## config.mk

```make
export PLATFORM = sky130hd
export DESIGN_NAME = tec16_top
export DESIGN_NICKNAME = d
export VERILOG_FILES = /design/src/pkg/tec16_pkg.sv /design/src/rtl/tec16_top.sv
export VERILOG_INCLUDE_DIRS = /design/src /design/src/pkg
export SDC_FILE = /design/constraint.sdc
export NUM_CORES = 1
export LEC_CHECK = 0
export BUFFER_PORTS_ARGS = -buffer_cell sky130_fd_sc_hd__buf_2
export CORE_MARGIN = 2
export CORE_UTILIZATION = 40
export DETAILED_ROUTE_END_ITERATION = 8
export SLEW_MARGIN = 30
export SYNTH_ARGS = -nofsm -noshare
export SYNTH_HDL_FRONTEND = slang
export SYNTH_SLANG_ARGS = --single-unit
```

## constraint.sdc

```tcl
create_clock -name clk_i -period 9.8 [get_ports clk_i]
set_clock_uncertainty 0.2 [all_clocks]
set_input_delay 0.49 -clock clk_i [delete_from_list [all_inputs] [get_ports clk_i]]
set_output_delay 0.49 -clock clk_i [all_outputs]
set_load 0.1 [all_outputs]
```

## src/pkg/tec16_regs.svh

```systemverilog
// Register offsets, field positions, reset values and timing counts of the 16-bit timer/event counter.
`ifndef TEC16_REGS_SVH
`define TEC16_REGS_SVH
// ****************************************************************
// Register byte offsets
// ****************************************************************
`define TEC16_MODE_OFS 5'h00
`define TEC16_OUTC_OFS 5'h04
`define TEC16_EDGE_OFS 5'h08
`define TEC16_CMP_OFS 5'h0C
`define TEC16_AUX_OFS 5'h10
`define TEC16_CNT_OFS 5'h14
`define TEC16_STAT_OFS 5'h18
`define TEC16_MASK_OFS 5'h1C
// ****************************************************************
// Field positions and codes
// ****************************************************************
`define TEC16_MODE_LSB 1
`define TEC16_MODE_MSB 3
`define TEC16_MODE_STOP 3'h0
`define TEC16_MODE_CLR_MATCH 3'h3
`define TEC16_OE_BIT 0
`define TEC16_TOGGLE_BIT 1
`define TEC16_OS_EN_BIT 2
`define TEC16_OS_EXT_BIT 3
`define TEC16_CAP_EN_BIT 4
`define TEC16_EXT_CNT_BIT 5
`define TEC16_ONESHOT_SOFTWARE_TRIGGER_BIT 6
`define TEC16_ES_LSB 2
`define TEC16_ES_MSB 3
`define TEC16_ST_MATCH 0
`define TEC16_ST_EDGE 1
`define TEC16_ST_OVF 2
// ****************************************************************
// Reset values and timing
// ****************************************************************
`define TEC16_CMP_RST 16'hFFFF
`define TEC16_CLK_NS 5
`define TEC16_SAMPLE_NS 20
`define TEC16_SAMPLE_CYC ((`TEC16_SAMPLE_NS + `TEC16_CLK_NS - 1) / `TEC16_CLK_NS)
`endif

```

## src/pkg/tec16_pkg.sv

```systemverilog
// Types shared by the 16-bit timer/event counter.
`default_nettype none
package tec16_pkg;
  // Phase of a one-shot pulse.
  typedef enum logic [1:0] {TEC16_OS_IDLE, TEC16_OS_WAIT_ON, TEC16_OS_ON} tec16_os_state_t;
  // Valid edge choice of the trigger/capture input.
  typedef enum logic [1:0] {TEC16_ES_FALL, TEC16_ES_RISE, TEC16_ES_BOTH, TEC16_ES_BOTH2} tec16_edge_t;
  // AXI response codes.
  typedef logic [1:0] tec16_resp_t;
endpackage
`default_nettype wire

```

## src/rtl/tec16_top.sv

```systemverilog
// 16-bit timer/event counter with compare, capture/compare, one-shot and AXI4-Lite registers.
`default_nettype none
`include "tec16_regs.svh"
module tec16_top #(
  parameter int PRESCALE = 1,                   // Clocks per internal count pulse.
  parameter int SAMPLE_DIV = `TEC16_SAMPLE_CYC  // Clocks between two filter samples.
) (
  input wire logic clk_i,
  input wire logic rst_b_i,
  input wire logic [4:0] s_axi_awaddr_i,
  input wire logic s_axi_awvalid_i,
  output logic s_axi_awready_o,
  input wire logic [31:0] s_axi_wdata_i,
  input wire logic [3:0] s_axi_wstrb_i,
  input wire logic s_axi_wvalid_i,
  output logic s_axi_wready_o,
  output tec16_pkg::tec16_resp_t s_axi_bresp_o,
  output logic s_axi_bvalid_o,
  input wire logic s_axi_bready_i,
  input wire logic [4:0] s_axi_araddr_i,
  input wire logic s_axi_arvalid_i,
  output logic s_axi_arready_o,
  output logic [31:0] s_axi_rdata_o,
  output tec16_pkg::tec16_resp_t s_axi_rresp_o,
  output logic s_axi_rvalid_o,
  input wire logic s_axi_rready_i,
  input wire logic trigger_capture_input_i,
  output logic timer_output_pin_o,
  output logic irq_o
);
  import tec16_pkg::*;

  // ****************************************************************
  // Elaboration checks
  // ****************************************************************
  if (PRESCALE < 1 || PRESCALE > 65536) begin : g_bad_prescale
    $error("PRESCALE must lie between 1 and 65536.");
  end
  if (SAMPLE_DIV < 1 || SAMPLE_DIV > 65536) begin : g_bad_sample
    $error("SAMPLE_DIV must lie between 1 and 65536.");
  end

  // ****************************************************************
  // Reset release
  // ****************************************************************
  logic rst_meta; // First release stage, read only by the second.
  logic rst_n;    // Released reset used by the whole design.

  // Assert at once, release after two clock edges.
  always_ff @(posedge clk_i or negedge rst_b_i) begin
    if (!rst_b_i) begin
      rst_meta <= 1'b0;
      rst_n <= 1'b0;
    end else begin
      rst_meta <= 1'b1;
      rst_n <= rst_meta;
    end
  end

  // ****************************************************************
  // Registers and internal state
  // ****************************************************************
  logic [2:0] mode_bits;                // Operating mode bits of timer_mode_control.
  logic [6:0] timer_output_control;     // Output, one-shot, capture and source controls.
  logic [1:0] edge_sel;                 // Valid edge selection field.
  logic [15:0] compare_value_register;  // Compare value.
  logic [15:0] capture_compare_aux_register; // Capture value or one-shot start point.
  logic [15:0] main_count_register;     // The up counter.
  logic [2:0] status;                   // Sticky event flags.
  logic [2:0] mask;                     // Interrupt enables.
  tec16_os_state_t os_state;            // One-shot pulse phase.
  logic running;                        // Mode bits are nonzero.
  logic clr_mode;                       // Clear and start on match is selected.

  assign running = (mode_bits != `TEC16_MODE_STOP);
  assign clr_mode = (mode_bits == `TEC16_MODE_CLR_MATCH);

  // ****************************************************************
  // AXI4-Lite write channel
  // ****************************************************************
  logic aw_held;         // Write address taken and waiting.
  logic w_held;          // Write data taken and waiting.
  logic [4:0] aw_addr;   // Captured write address.
  logic [31:0] w_data;   // Captured write data.
  logic [3:0] w_strb;    // Captured byte strobes.
  logic wr_do;           // Both halves are here: perform the write this cycle.
  logic wr_hit;          // Write address decodes to a writable register (not the count).

  assign wr_do = aw_held && w_held && !s_axi_bvalid_o;
  assign wr_hit = (aw_addr[4:2] != 3'h5) && (aw_addr[1:0] == 2'h0);

  // Merges the strobed bytes of new data into an old word.
  function automatic logic [31:0] merge(input logic [31:0] old, input logic [31:0] d, input logic [3:0] s);
    logic [31:0] r;
    r = old;
    for (int b = 0; b < 4; b++) begin
      if (s[b]) begin
        r[8*b +: 8] = d[8*b +: 8];
      end
    end
    return r;
  endfunction

  // Address and data are taken in either order, each held until the write is done.
  always_ff @(posedge clk_i or negedge rst_n) begin
    if (!rst_n) begin
      aw_held <= 1'b0;
      w_held <= 1'b0;
      aw_addr <= 5'h00;
      w_data <= 32'h0000_0000;
      w_strb <= 4'h0;
      s_axi_awready_o <= 1'b0;
      s_axi_wready_o <= 1'b0;
    end else begin
      if (s_axi_awvalid_i && s_axi_awready_o) begin
        aw_held <= 1'b1;
        aw_addr <= s_axi_awaddr_i;
      end else if (wr_do) begin
        aw_held <= 1'b0;
      end
      if (s_axi_wvalid_i && s_axi_wready_o) begin
        w_held <= 1'b1;
        w_data <= s_axi_wdata_i;
        w_strb <= s_axi_wstrb_i;
      end else if (wr_do) begin
        w_held <= 1'b0;
      end
      // Ready is offered only while that half is empty and no answer is pending.
      s_axi_awready_o <= !aw_held && !(s_axi_awvalid_i && s_axi_awready_o) && !s_axi_bvalid_o && !wr_do;
      s_axi_wready_o <= !w_held && !(s_axi_wvalid_i && s_axi_wready_o) && !s_axi_bvalid_o && !wr_do;
    end
  end

  // Write response one cycle after the write is performed.
  always_ff @(posedge clk_i or negedge rst_n) begin
    if (!rst_n) begin
      s_axi_bvalid_o <= 1'b0;
      s_axi_bresp_o <= 2'h0;
    end else if (wr_do) begin
      s_axi_bvalid_o <= 1'b1;
      s_axi_bresp_o <= wr_hit ? 2'h0 : 2'h2;
    end else if (s_axi_bready_i) begin
      s_axi_bvalid_o <= 1'b0;
    end
  end

  // ****************************************************************
  // AXI4-Lite read channel
  // ****************************************************************
  logic rd_take;     // Read address accepted this cycle.
  logic aux_read;    // The capture register is being read this cycle.

  assign rd_take = s_axi_arvalid_i && s_axi_arready_o;
  assign aux_read = rd_take && (s_axi_araddr_i[4:2] == 3'h4);

  // Read data are sampled at the address handshake and held until taken.
  always_ff @(posedge clk_i or negedge rst_n) begin
    if (!rst_n) begin
      s_axi_arready_o <= 1'b0;
      s_axi_rvalid_o <= 1'b0;
      s_axi_rdata_o <= 32'h0000_0000;
      s_axi_rresp_o <= 2'h0;
    end else begin
      s_axi_arready_o <= !s_axi_rvalid_o && !rd_take;
      if (rd_take) begin
        s_axi_rvalid_o <= 1'b1;
        s_axi_rresp_o <= (s_axi_araddr_i[1:0] == 2'h0) ? 2'h0 : 2'h2;
        case (s_axi_araddr_i)
          `TEC16_MODE_OFS: s_axi_rdata_o <= {28'h0, mode_bits, 1'b0};
          `TEC16_OUTC_OFS: s_axi_rdata_o <= {26'h0, timer_output_control[5:0]};
          `TEC16_EDGE_OFS: s_axi_rdata_o <= {28'h0, edge_sel, 2'h0};
          `TEC16_CMP_OFS: s_axi_rdata_o <= {16'h0, compare_value_register};
          `TEC16_AUX_OFS: s_axi_rdata_o <= {16'h0, capture_compare_aux_register};
          `TEC16_CNT_OFS: s_axi_rdata_o <= {16'h0, main_count_register};
          `TEC16_STAT_OFS: s_axi_rdata_o <= {29'h0, status};
          `TEC16_MASK_OFS: s_axi_rdata_o <= {29'h0, mask};
          default: s_axi_rdata_o <= 32'h0000_0000;
        endcase
      end else if (s_axi_rready_i) begin
        s_axi_rvalid_o <= 1'b0;
      end
    end
  end

  // ****************************************************************
  // Control register writes
  // ****************************************************************
  logic [31:0] wr_mode; // Merged words for each plain stored register.
  logic [31:0] wr_outc;
  logic [31:0] wr_edge;
  logic [31:0] wr_cmp;
  logic [31:0] wr_mask;
  logic [31:0] wr_aux;  // Merged word for the aux register.
  logic sw_trigger;     // Software one-shot trigger, one cycle.

  assign wr_mode = merge({28'h0, mode_bits, 1'b0}, w_data, w_strb);
  assign wr_outc = merge({25'h0, timer_output_control}, w_data, w_strb);
  assign wr_edge = merge({28'h0, edge_sel, 2'h0}, w_data, w_strb);
  assign wr_cmp = merge({16'h0, compare_value_register}, w_data, w_strb);
  assign wr_mask = merge({29'h0, mask}, w_data, w_strb);
  assign wr_aux = merge({16'h0, capture_compare_aux_register}, w_data, w_strb);
  assign sw_trigger = wr_do && (aw_addr == `TEC16_OUTC_OFS) && wr_outc[`TEC16_ONESHOT_SOFTWARE_TRIGGER_BIT];

  // Plain stored registers; the trigger bit never stays set.
  always_ff @(posedge clk_i or negedge rst_n) begin
    if (!rst_n) begin
      mode_bits <= `TEC16_MODE_STOP;
      timer_output_control <= 7'h00;
      edge_sel <= 2'h0;
      compare_value_register <= `TEC16_CMP_RST;
      mask <= 3'h0;
    end else if (wr_do) begin
      case (aw_addr)
        `TEC16_MODE_OFS: mode_bits <= wr_mode[`TEC16_MODE_MSB:`TEC16_MODE_LSB];
        `TEC16_OUTC_OFS: timer_output_control <= {1'b0, wr_outc[5:0]};
        `TEC16_EDGE_OFS: edge_sel <= wr_edge[`TEC16_ES_MSB:`TEC16_ES_LSB];
        `TEC16_CMP_OFS: compare_value_register <= wr_cmp[15:0];
        `TEC16_MASK_OFS: mask <= wr_mask[2:0];
        default: mask <= mask;
      endcase
    end
  end

  // ****************************************************************
  // Input edge filter
  // ****************************************************************
  logic [15:0] samp_cnt;  // Divides the clock down to the sampling interval.
  logic samp_prev;        // Previous sample of the input.
  logic samp_level;       // Filtered input level.
  logic valid_edge;       // A selected edge passed the filter, one cycle.
  logic rise;
  logic fall;

  // A new level is accepted only when two consecutive samples agree on it.
  always_ff @(posedge clk_i or negedge rst_n) begin
    if (!rst_n) begin
      samp_cnt <= 16'h0000;
      samp_prev <= 1'b0;
      samp_level <= 1'b0;
      rise <= 1'b0;
      fall <= 1'b0;
    end else begin
      rise <= 1'b0;
      fall <= 1'b0;
      if (samp_cnt == 16'(SAMPLE_DIV - 1)) begin
        samp_cnt <= 16'h0000;
        samp_prev <= trigger_capture_input_i;
        if (trigger_capture_input_i == samp_prev && samp_prev != samp_level) begin
          samp_level <= samp_prev;
          rise <= samp_prev;
          fall <= !samp_prev;
        end
      end else begin
        samp_cnt <= samp_cnt + 16'h0001;
      end
    end
  end

  // Edge selection: rising, falling, or both.
  always_comb begin
    case (tec16_edge_t'(edge_sel))
      TEC16_ES_FALL: valid_edge = fall;
      TEC16_ES_RISE: valid_edge = rise;
      default: valid_edge = rise || fall;
    endcase
  end

  // ****************************************************************
  // Count pulse
  // ****************************************************************
  logic [15:0] pre_cnt; // Internal prescaler; free running, so a start is not aligned to it.
  logic tick;           // One count pulse.

  // The prescaler is never reset by a start, which gives the start error of up to one pulse.
  always_ff @(posedge clk_i or negedge rst_n) begin
    if (!rst_n) begin
      pre_cnt <= 16'h0000;
    end else if (pre_cnt == 16'(PRESCALE - 1)) begin
      pre_cnt <= 16'h0000;
    end else begin
      pre_cnt <= pre_cnt + 16'h0001;
    end
  end

  assign tick = running &&
    (timer_output_control[`TEC16_EXT_CNT_BIT] ? valid_edge : (pre_cnt == 16'(PRESCALE - 1)));

  // ****************************************************************
  // Counter, one-shot and output
  // ****************************************************************
  logic ext_trigger;  // External one-shot trigger accepted.
  logic os_start;     // One-shot start from either source.
  logic [15:0] next_count;
  logic cmp_hit;      // Count pulse moves the counter onto the compare value.
  logic aux_hit;      // Count pulse moves the counter onto the aux value.

  assign ext_trigger = timer_output_control[`TEC16_OS_EN_BIT] && timer_output_control[`TEC16_OS_EXT_BIT] &&
    valid_edge && (os_state == TEC16_OS_IDLE);
  assign os_start = running && (ext_trigger || (sw_trigger && wr_outc[`TEC16_OS_EN_BIT]));

  // Clear mode wraps to zero on the pulse after the match; otherwise plain increment with wrap.
  always_comb begin
    if (clr_mode && main_count_register == compare_value_register) begin
      next_count = 16'h0000;
    end else begin
      next_count = main_count_register + 16'h0001;
    end
  end

  assign cmp_hit = tick && !os_start && (next_count == compare_value_register);
  assign aux_hit = tick && !os_start && (next_count == capture_compare_aux_register);

  // Counter: cleared while stopped and on a one-shot trigger.
  always_ff @(posedge clk_i or negedge rst_n) begin
    if (!rst_n) begin
      main_count_register <= 16'h0000;
    end else if (!running) begin
      main_count_register <= 16'h0000;
    end else if (os_start) begin
      main_count_register <= 16'h0000;
    end else if (tick) begin
      main_count_register <= next_count;
    end
  end

  // One-shot phase: wait for the aux match, then hold until the compare match.
  always_ff @(posedge clk_i or negedge rst_n) begin
    if (!rst_n) begin
      os_state <= TEC16_OS_IDLE;
    end else if (!running) begin
      os_state <= TEC16_OS_IDLE;
    end else begin
      case (os_state)
        TEC16_OS_IDLE: if (os_start) begin
          os_state <= (capture_compare_aux_register == 16'h0000) ? TEC16_OS_ON : TEC16_OS_WAIT_ON;
        end
        TEC16_OS_WAIT_ON: if (aux_hit) begin
          os_state <= TEC16_OS_ON;
        end
        TEC16_OS_ON: if (cmp_hit) begin
          os_state <= TEC16_OS_IDLE;
        end
        default: os_state <= TEC16_OS_IDLE;
      endcase
    end
  end

  // Output pin: one-shot level, or toggle on each compare match.
  always_ff @(posedge clk_i or negedge rst_n) begin
    if (!rst_n) begin
      timer_output_pin_o <= 1'b0;
    end else if (!timer_output_control[`TEC16_OE_BIT]) begin
      timer_output_pin_o <= 1'b0;
    end else if (timer_output_control[`TEC16_OS_EN_BIT]) begin
      if (os_start && capture_compare_aux_register == 16'h0000) begin
        timer_output_pin_o <= 1'b1;
      end else if (os_state == TEC16_OS_WAIT_ON && aux_hit) begin
        timer_output_pin_o <= 1'b1;
      end else if (os_state == TEC16_OS_ON && cmp_hit) begin
        timer_output_pin_o <= 1'b0;
      end
    end else if (timer_output_control[`TEC16_TOGGLE_BIT] && cmp_hit) begin
      timer_output_pin_o <= !timer_output_pin_o;
    end
  end

  // Capture on a valid edge, unless the register is being read in the same cycle.
  always_ff @(posedge clk_i or negedge rst_n) begin
    if (!rst_n) begin
      capture_compare_aux_register <= 16'h0000;
    end else if (wr_do && aw_addr == `TEC16_AUX_OFS) begin
      capture_compare_aux_register <= wr_aux[15:0];
    end else if (timer_output_control[`TEC16_CAP_EN_BIT] && valid_edge && !aux_read) begin
      capture_compare_aux_register <= main_count_register;
    end
  end

  // ****************************************************************
  // Status flags and interrupt
  // ****************************************************************
  logic [2:0] st_set;   // Events this cycle.
  logic [2:0] st_clr;   // Write-one-to-clear bits this cycle.

  assign st_set[`TEC16_ST_MATCH] = cmp_hit;
  assign st_set[`TEC16_ST_EDGE] = valid_edge;
  assign st_set[`TEC16_ST_OVF] = tick && clr_mode && !os_start &&
    compare_value_register == 16'hFFFF && main_count_register == 16'hFFFF;
  assign st_clr = (wr_do && aw_addr == `TEC16_STAT_OFS) ? (w_data[2:0] & {3{w_strb[0]}}) : 3'h0;

  // A set in the same cycle as a clear wins.
  always_ff @(posedge clk_i or negedge rst_n) begin
    if (!rst_n) begin
      status <= 3'h0;
    end else begin
      status <= (status & ~st_clr) | st_set;
    end
  end

  // Level interrupt while any unmasked flag is set.
  always_ff @(posedge clk_i or negedge rst_n) begin
    if (!rst_n) begin
      irq_o <= 1'b0;
    end else begin
      irq_o <= |(status & mask);
    end
  end

endmodule // tec16_top
`default_nettype wire

```

==> impl_metrics.yaml, run 1 <==
status:
  status: "finished clean"
layout:
  antenna_cells_inserted: 0
  final-seq-area_mm2: 0.003902
  num-nets-final: 933
  fin_cells: 1163
  multi_input_comb_area_mm2: 0.004138
  filler_cell_count: 2019
  postLayoutCoreUtil: 0.4520
  syn2layout_area_growth_pct: 11.75
  fraction_of_final_layout_cells_with_drive_strength_greater_than_1: 0.2128
  stdcell_area_mm2: 0.009413
die:
  floorplan.die.height_um: 149.1
  design.die.area_mm2: 0.02223
  fp-row-count: 53
  initial_core_util: 0.4045
  area_of_the_core_mm2: 0.02082
  io_pins: 97
  die_width_um: 149.1
setup_path:
  worstPathArrival_ns: 4.04
  timing.critical_path.buf_inv: 0
  critPathMaxFanout: 13
  timing.critical_path.cells: "ha_1 -> nand4_4 -> nor3b_1 -> o221a_2 -> o22ai_1 -> a221oi_1 -> nand4_1 -> nor4b_1 -> nor3_1 -> o21a_1"
  setup.worst_path.start_class: "register"
  cp_slowest_stage_delay_ns: 0.67
  worst_ep_required_time_ns: 9.92
  critical_path.top_delay_family: "simple AND/OR/NAND/NOR gates"
  critPathSlowestCell: "sky130_fd_sc_hd__dfrtp_1"
  worstSetupPathType: "reg -> reg"
  worst_setup_path_end_kind: "register"
synth:
  post_synth_top_area_share: 0.4130
  yosysWarningCount: 0
  synth.distinct_cells: 73
  postSynthAreaPerCell_um2: 9.992
  synth.top_cells.by_area: "sky130_fd_sc_hd__dfrtp_1, sky130_fd_sc_hd__mux2_2, sky130_fd_sc_hd__dfstp_2"
  synth_edf_count: 0
  synth_most_common_cell: "sky130_fd_sc_hd__dfrtp_1"
  yosysSeqAreaShare: 0.4629
  syn_inst: 843
  netlist_top_cells_count: "sky130_fd_sc_hd__dfrtp_1, sky130_fd_sc_hd__nand2_1, sky130_fd_sc_hd__nor2_1, sky130_fd_sc_hd__mux2_2, sky130_fd_sc_hd__o21ai_0"
  ys_seq_elements: 155
  async_flop_share: 1.000
  yosys.area.top_type: "sky130_fd_sc_hd__dfrtp_1"
  synth_ff_type: "sky130_fd_sc_hd__dfrtp_1"
  cell_area_after_synthesis_mm2: 0.008423
sta:
  relSlewSlack: 0.4350
  fin_crit_sh: 0.3994
  setup_total_negative_slack_ns: 0
  finalHoldViolCount: 0
  setup_viol_count_final: 0
  fmaxAchievable_mhz: 255.5
  grt_setup_unrepaired: "no"
  fin_hold_ws_ns: 0.02297
  slew_at_the_pin_closest_to_its_max_slew_limit_ns: 0.8357
  slew_limit_fails: 0
  timing.final.crit_period_ns: 3.915
routing:
  totalWireLength_um: 22060
  drtPass1Iterations: 5
  routed_via_density: 5.610
  drt_drc_violations_left: 0
  wl_per_cell_um: 18.97
  dr_total_vias: 6525
  antenna_left: 0
  detail_route.iter0.violations: 439
place:
  place_congestion: 0.9566
  dpl-instance-area_mm2: 0.008800
  buffer_ports.inserted: 60
  post-place-cells: 1130
  post-dp-hpwl_um: 15890
clock_tree:
  worst_skew_pair.late_latency_ns: 0.43
  clkTransAtPathRegs_ns: 0.07
  number_of_buffers_inserted_during_clock_tree_synthesis: 17
  htree_levels: 4
  cts-root-to-sink-buffers: 2
  clock-root-buffer: "sky130_fd_sc_hd__clkbuf_16"
  post_cts_resize_count: 0
  cts_post_setup_buffers_inserted: 0
  tritoncts: "yes"
  cts_hold_repair.buffers: 1
  cts.sink_count: 155
grt:
  via_count_of_the_first_global_routing_pass: 6106
  grtUsageTotal: 0.2086
  global_route_wire_length_before_repair_um: 35380
  grt_start_max_net_pins: 79
  globalRoute.totalOverflow: 0
  initial_antenna_violation_count: 0
power:
  power_leakage_uw: 0.004204
  max-vdd-ir-drop_mv: 0.1721
  powerDensity_mw_per_mm2: 264.7
worst_hold_path:
  worst_hold_path_type: "in -> reg"
run:
  maxCapViolCount: 0
[layout by cell type, fill, tap and decap left out, drive strengths merged, types with 14 or more instances in the layout]
master,synthesis,final
dfstp,16,16
nand2,112,112
clkbuf,26,18
and3,14,14
nor3,17,17
a21oi,23,23
a31oi,17,17
a22o,16,16
xnor2,34,34
o21ai,52,52
nor2,60,60
xor2,32,32
buf,44,65
mux2,59,59
inv,14,23
nor4,17,17
dfrtp,139,139
conb,2,19
nand3,22,22
nand4,20,20
[where the power goes]
group,internal (µW),switching (µW)
clock network,387,297
registers,803,231
logic,274,500
total,1460,1030
[sequential cells by signal (all words and copies together) (netlist names), 5 cells and up]
signal and cells:
s_axi_rdata_o 16, pre_cnt 16, compare_value_register 16, capture_compare_aux_register 16, w_data 16, timer_output_control 6
main_count_register 16, aw_addr 5, samp_cnt 16
[worst paths after layout]
check                                        from                      to  slack, ns  cells after the start
max in group asynchronous                   rst_n  main_count_register[9]       8.30                      1
hold / removal                     s_axi_bready_i          s_axi_bvalid_o       0.02                      2
min in group asynchronous                   rst_n        s_axi_bresp_o[1]       0.07                      0
setup reg to reg           main_count_register[0]             os_state[1]       5.89                     10
hold reg to reg                             rst_n        s_axi_bresp_o[1]       0.07                      0
setup / recovery           main_count_register[0]             os_state[1]       5.89                     10
[cell families after synthesis]
| kind of cell | synth area share |
|---|---|
| adder cells (fa/ha/maj) | 0.005942 |
| multiplexers | 0.09091 |
| buffers and inverters | 0.05451 |
| XOR/XNOR | 0.07398 |
| flip-flops | 0.4629 |
| AND/OR/NAND/NOR | 0.1846 |
| AO/OA/AOI/OAI | 0.1263 |
| other | 0.0008916 |
[per-layer routing]
metal  up-vias  wire length (µm)  track usage
li1       3051                 -            -
met1      3214             11060       0.3227
met2       237              9330       0.2924
met3        23              1409      0.04985
met4         0               259      0.05143
met5         -                 0            0
[area by class of cell]
class | instances | share of cell area
timing repair buffer | 66 | 0.03948
multi-input combinational | 620 | 0.4396
inverter | 15 | 0.005982
clock inverter | 14 | 0.01821
clock buffer | 18 | 0.04559
tap | 275 | 0.03655
sequential | 155 | 0.4146
[worst reg2reg max path, cell delays in order (launching register included)]
cell and delay [ns]:
sky130_fd_sc_hd__dfrtp_1 0.67, sky130_fd_sc_hd__ha_1 0.42, sky130_fd_sc_hd__nand4_4 0.19, sky130_fd_sc_hd__nor3b_1 0.48
sky130_fd_sc_hd__o221a_2 0.27, sky130_fd_sc_hd__o22ai_1 0.06, sky130_fd_sc_hd__a221oi_1 0.56, sky130_fd_sc_hd__nand4_1 0.17
sky130_fd_sc_hd__nor4b_1 0.51, sky130_fd_sc_hd__nor3_1 0.08, sky130_fd_sc_hd__o21a_1 0.20
[through the flow]
stage / power (µW) / setup WS (ns)
after global routing: 2626 / 5.525
after floorplan: 1592 / 4.989
final: 2492 / 5.885
after CTS: 2498 / 5.924
after detailed placement: 1809 / 5.951
after global placement: 1798 / 5.921
Power figures use the tool's default switching activity.
==> run 2: changes to the inputs <==
- clock period: 9.8 -> 3.4 ns (I/O delays scaled with it)
==> impl_metrics.yaml, run 2 (synthesis results as in run 1) <==
status:
  status: "finished clean"
layout:
  mostFrequentLayoutCell: "sky130_fd_sc_hd__dfrtp_1"
  layout_common_cells: "sky130_fd_sc_hd__dfrtp_1, sky130_fd_sc_hd__nand2_1, sky130_fd_sc_hd__nor2_1, sky130_fd_sc_hd__buf_2, sky130_fd_sc_hd__buf_4"
  antenna_cells_inserted: 0
  fraction_of_final_layout_cells_with_drive_strength_greater_than_1: 0.2544
  syn2layout_area_growth_pct: 20.86
  filler_cell_count: 1938
  num-nets-final: 1020
grt:
  initial_antenna_violation_count: 0
  grt_start_max_net_pins: 58
  via_count_of_the_first_global_routing_pass: 6550
  grtUsageTotal: 0.2244
  global_route_wire_length_before_repair_um: 38010
  globalRoute.totalOverflow: 0
sta:
  fin_hold_ws_ns: 0.05935
  slew_limit_fails: 0
  slew_at_the_pin_closest_to_its_max_slew_limit_ns: 0.8979
  relSlewSlack: 0.3999
  grt_setup_unrepaired: "no"
  finalHoldViolCount: 0
  fmaxAchievable_mhz: 304.2
  timing.final.crit_period_ns: 3.288
  fin_crit_sh: 0.9670
  setup_viol_count_final: 0
worst_hold_path:
  worst_hold_path_type: "in -> reg"
clock_tree:
  clock-root-buffer: "sky130_fd_sc_hd__clkbuf_16"
  worst_skew_pair.late_latency_ns: 0.43
  cts.sink_count: 155
  number_of_buffers_inserted_during_clock_tree_synthesis: 17
  cts-root-to-sink-buffers: 2
  htree_levels: 4
  clkTransAtPathRegs_ns: 0.07
  cts_post_setup_buffers_inserted: 0
  tritoncts: "yes"
power:
  power_leakage_uw: 0.004639
  post-layout-total-power_uw: 7666
  max-vdd-ir-drop_mv: 0.5493
  powerDensity_mw_per_mm2: 753.0
die:
  area_of_the_core_mm2: 0.02082
  fp-row-count: 53
  io_pins: 97
  floorplan.die.height_um: 149.1
  initial_core_util: 0.4045
  die_width_um: 149.1
  design.die.area_mm2: 0.02223
routing:
  totalWireLength_um: 23640
  detail_route.iter0.violations: 606
  drt_drc_violations_left: 0
  routed_via_density: 5.458
  dr_total_vias: 6823
  drtPass1Iterations: 5
  wl_per_cell_um: 18.91
  antenna_left: 0
place:
  buffer_ports.inserted: 60
  place_congestion: 0.9764
  post-dp-hpwl_um: 17520
setup_path:
  worst_setup_path_end_kind: "register"
  worstSetupPathType: "reg -> reg"
  worstPathArrival_ns: 3.41
  setup.worst_path.start_class: "register"
  critPathMaxFanout: 8
  worst_ep_required_time_ns: 3.52
  r2r_slack_ns: 0.11
run:
  maxCapViolCount: 0
==> run 2: layout make-up <==
cell class              count  area, µm²  share of cell area
clock buffers              17      425.4             0.04179
repair buffers            153       1091              0.1072
clock inverters            15      207.7             0.02040
flip-flops and latches    155       3904              0.3835
well taps                 275      344.1             0.03380
multi-input cells         620       4151              0.4078
inverters                  15      56.30            0.005531
==> run 2: repair_timing <==
item / CTS / global route
hold buffers: 32 / 0
gates resized for setup: 1 / 3
endpoints found under the setup margin: 3 / 3
endpoints found under the hold margin: 39 / 0
==> run 2: path summary, 6_finish.rpt <==
path | to | cells past startpoint | start
worst min-delay path | s_axi_rdata_o[3] | 3 | s_axi_araddr_i[3]
min in group asynchronous | pre_cnt[13] | 0 | rst_n
worst max register to register | os_state[1] | 10 | main_count_register[8]
worst min register to register | pre_cnt[13] | 0 | rst_n
max in group asynchronous | main_count_register[3] | 1 | rst_n
worst max-delay path | os_state[1] | 10 | main_count_register[8]
==> run 2: power breakdown <==
part	switching, µW	leakage (µW)	internal (µW)	total [µW]
logic	1700	0.00232	1070	2770
registers	535	0.00201	2310	2840
clock network	867	0.000309	1190	2060
total	3100	0.00464	4570	7670
==> run 2: metrics by stage <==
stage	cell area, µm²	cells	util	setup WS [ns]	setup TNS (ns)
global placement	9209	1186	0.4423	-0.04087	-0.07456
floorplan	8488	860	-	0.2979	0
global route	10180	1250	0.4889	0.01094	0
detailed placement	9209	1186	0.4423	-0.06550	-0.1130
CTS	10170	1250	0.4883	0.06079	0
finish	10180	1250	0.4889	0.1122	0
==> run 2: metal layers <==
metal	part of all wire	track usage	up-vias
li1	-	-	3214
met1	0.49	0.3411	3280
met2	0.42	0.3200	293
met3	0.079	0.04526	36
met4	0.020	0.07095	0
met5	0	0	-
==> run 2: critical path: stages, from the launching register on <==
cell	delay [ns]
sky130_fd_sc_hd__dfrtp_1	0.62
sky130_fd_sc_hd__xor2_1	0.29
sky130_fd_sc_hd__nor4_4	0.09
sky130_fd_sc_hd__and4_2	0.32
sky130_fd_sc_hd__a221o_1	0.41
sky130_fd_sc_hd__a2111oi_4	0.38
sky130_fd_sc_hd__nand4_1	0.12
sky130_fd_sc_hd__nor4b_1	0.31
sky130_fd_sc_hd__buf_4	0.18
sky130_fd_sc_hd__nor3_1	0.04
sky130_fd_sc_hd__o21a_1	0.19
==> run 3: changes to the inputs <==
- CELL_PAD_IN_SITES_DETAIL_PLACEMENT: unset -> 0
- CELL_PAD_IN_SITES_GLOBAL_PLACEMENT: unset -> 1
- PLACE_DENSITY_LB_ADDON: unset -> 0.1
==> impl_metrics.yaml, run 3 (synthesis results as in run 1) <==
status:
  status: "finished clean"
run:
  maxCapViolCount: 0
power:
  comb_power_share: 0.364
  max-vdd-ir-drop_mv: 0.5856
  power_leakage_uw: 0.004586
  post-layout-total-power_uw: 7475
  internal-power_uw: 4398
  powerDensity_mw_per_mm2: 738.5
  power_switching_uw: 3077
  pwr-share-clk: 0.255
  p_seq_frac: 0.381
  power_switching_share: 0.4116
routing:
  antenna_left: 0
  drt_drc_violations_left: 0
  wl_per_cell_um: 19.78
  totalWireLength_um: 24660
  routed_via_density: 5.532
  dr_total_vias: 6898
  detail_route.iter0.violations: 430
  drtPass1Iterations: 7
grt:
  globalRoute.totalOverflow: 0
  via_count_of_the_first_global_routing_pass: 6543
  global_route_wire_length_before_repair_um: 38920
  initial_antenna_violation_count: 0
  grt_start_max_net_pins: 58
  grtUsageTotal: 0.2329
setup_path:
  critPathMaxFanout: 7
  worstPathArrival_ns: 3.35
  worstRegToRegCells: 10
  worst_ep_required_time_ns: 3.50
  setup.worst_path.start_class: "register"
  r2r_end: "timer_output_pin_o"
  r2r_slack_ns: 0.15
  worstSetupPathType: "reg -> reg"
  worst_setup_path_end_kind: "register"
  rr_startpoint: "main_count_register[3]"
worst_hold_path:
  worst_hold_path_type: "in -> reg"
  min_path_cells: 4
  worstHoldEndpoint: "s_axi_rdata_o[4]"
  holdCritStartpoint: "s_axi_araddr_i[1]"
die:
  io_pins: 97
  initial_core_util: 0.4045
  area_of_the_core_mm2: 0.02082
  floorplan.die.height_um: 149.1
  die_width_um: 149.1
  fp-row-count: 53
  design.die.area_mm2: 0.02223
sta:
  relSlewSlack: 0.3925
  fin_crit_sh: 0.9553
  slew_limit_fails: 0
  fmaxAchievable_mhz: 307.9
  setup_viol_count_final: 0
  timing.final.crit_period_ns: 3.248
  slew_at_the_pin_closest_to_its_max_slew_limit_ns: 0.9091
  finalHoldViolCount: 0
layout:
  antenna_cells_inserted: 0
  fraction_of_final_layout_cells_with_drive_strength_greater_than_1: 0.2582
  num-nets-final: 1017
  stdcell_area_mm2: 0.01012
  mostFrequentLayoutCell: "sky130_fd_sc_hd__dfrtp_1"
  layout_common_cells: "sky130_fd_sc_hd__dfrtp_1, sky130_fd_sc_hd__nand2_1, sky130_fd_sc_hd__nor2_1, sky130_fd_sc_hd__buf_2, sky130_fd_sc_hd__mux2_2"
  syn2layout_area_growth_pct: 20.17
clock_tree:
  clock-root-buffer: "sky130_fd_sc_hd__clkbuf_16"
  worst_skew_pair.late_latency_ns: 0.43
  cts_post_setup_buffers_inserted: 0
  cts.sink_count: 155
  tritoncts: "yes"
  htree_levels: 4
  clkTransAtPathRegs_ns: 0.07
  cts-root-to-sink-buffers: 2
  number_of_buffers_inserted_during_clock_tree_synthesis: 17
place:
  post-dp-hpwl_um: 18490
  buffer_ports.inserted: 60
  dpl-instance-area_mm2: 0.009186
  place_congestion: 0.9288
## run 3: cell count changes in the layout (fill, tap and decap cells not counted), moves of 2 or more
| cell | delta |
|---|---|
| sky130_fd_sc_hd__buf_4 | -3 |
| sky130_fd_sc_hd__bufinv_16 | -2 |
| sky130_fd_sc_hd__clkbuf_8 | +2 |
| sky130_fd_sc_hd__dfrtp_1 | -2 |
| sky130_fd_sc_hd__dfrtp_2 | +2 |
| sky130_fd_sc_hd__inv_6 | +2 |
| sky130_fd_sc_hd__inv_8 | -2 |
| sky130_fd_sc_hd__nor4_2 | +2 |
## run 3: through the flow
step           setup slack, ns    util  std cells  TNS [ns]  hold WS, ns
6_report                0.1519  0.4861       1247         0      0.06174
5_1_grt               -0.01503  0.4861       1247  -0.01503      0.09884
4_1_cts                0.07304  0.4850       1247         0      0.04782
3_5_place_dp          -0.04782  0.4412       1183  -0.05744      -0.2417
3_3_place_gp          -0.03457  0.4412       1183  -0.03457      -0.2451
2_1_floorplan           0.2979       -        860         0      -0.3256
## run 3: power groups by stage
stage	Combinational, µW	Sequential (µW)	Clock [µW]
final	2720	2850	1910
after global routing	2910	2910	2030
after CTS	2680	2840	1940
after detailed placement	2630	2870	0
after global placement	2620	2850	0
after floorplan	1610	2980	0
## run 3: layout make-up
| class | count | area [µm²] |
|---|---|---|
| Clock buffer | 20 | 456.7 |
| Fill cell | 1985 | 10700 |
| Inverter | 15 | 56.30 |
| Sequential cell | 155 | 3906 |
| Clock inverter | 12 | 125.1 |
| Timing Repair Buffer | 150 | 1069 |
| Multi-Input combinational cell | 620 | 4165 |
| Tap cell | 275 | 344.1 |
## run 3: critical path, stage by stage, from the launching register on
cell                       delay, ns
sky130_fd_sc_hd__dfrtp_1        0.53
sky130_fd_sc_hd__xor2_1         0.24
sky130_fd_sc_hd__nor4_1         0.29
sky130_fd_sc_hd__and4_2         0.37
sky130_fd_sc_hd__a32oi_1        0.12
sky130_fd_sc_hd__a221oi_1       0.35
sky130_fd_sc_hd__buf_4          0.18
sky130_fd_sc_hd__nand2_1        0.04
sky130_fd_sc_hd__or4_1          0.56
sky130_fd_sc_hd__nor2_1         0.14
sky130_fd_sc_hd__o22ai_1        0.08
## run 3: how the worst max path moves through the flow
stage                     slack (ns)                      to                 startpoint  cells past startpoint
after floorplan                 0.30  main_count_register[9]             s_axi_bvalid_o                     10
after global placement         -0.03      timer_output_pin_o     main_count_register[4]                     10
after detailed placement       -0.05      timer_output_pin_o  compare_value_register[4]                     10
after CTS                       0.07      timer_output_pin_o     main_count_register[0]                     11
after global routing           -0.02      timer_output_pin_o     main_count_register[0]                     11
final                           0.15      timer_output_pin_o     main_count_register[3]                     10
## run 3: routing by layer
metal	track usage	wire length, µm
met1	0.3519	11990
met2	0.3334	10650
met3	0.05138	1569
met4	0.06810	460
met5	0	0
## run 3: repair_timing
action | CTS | global route
setup endpoints to repair | 2 | 3
hold buffers | 32 | 0
resized for setup | 2 | 8
hold endpoints to repair | 39 | 0
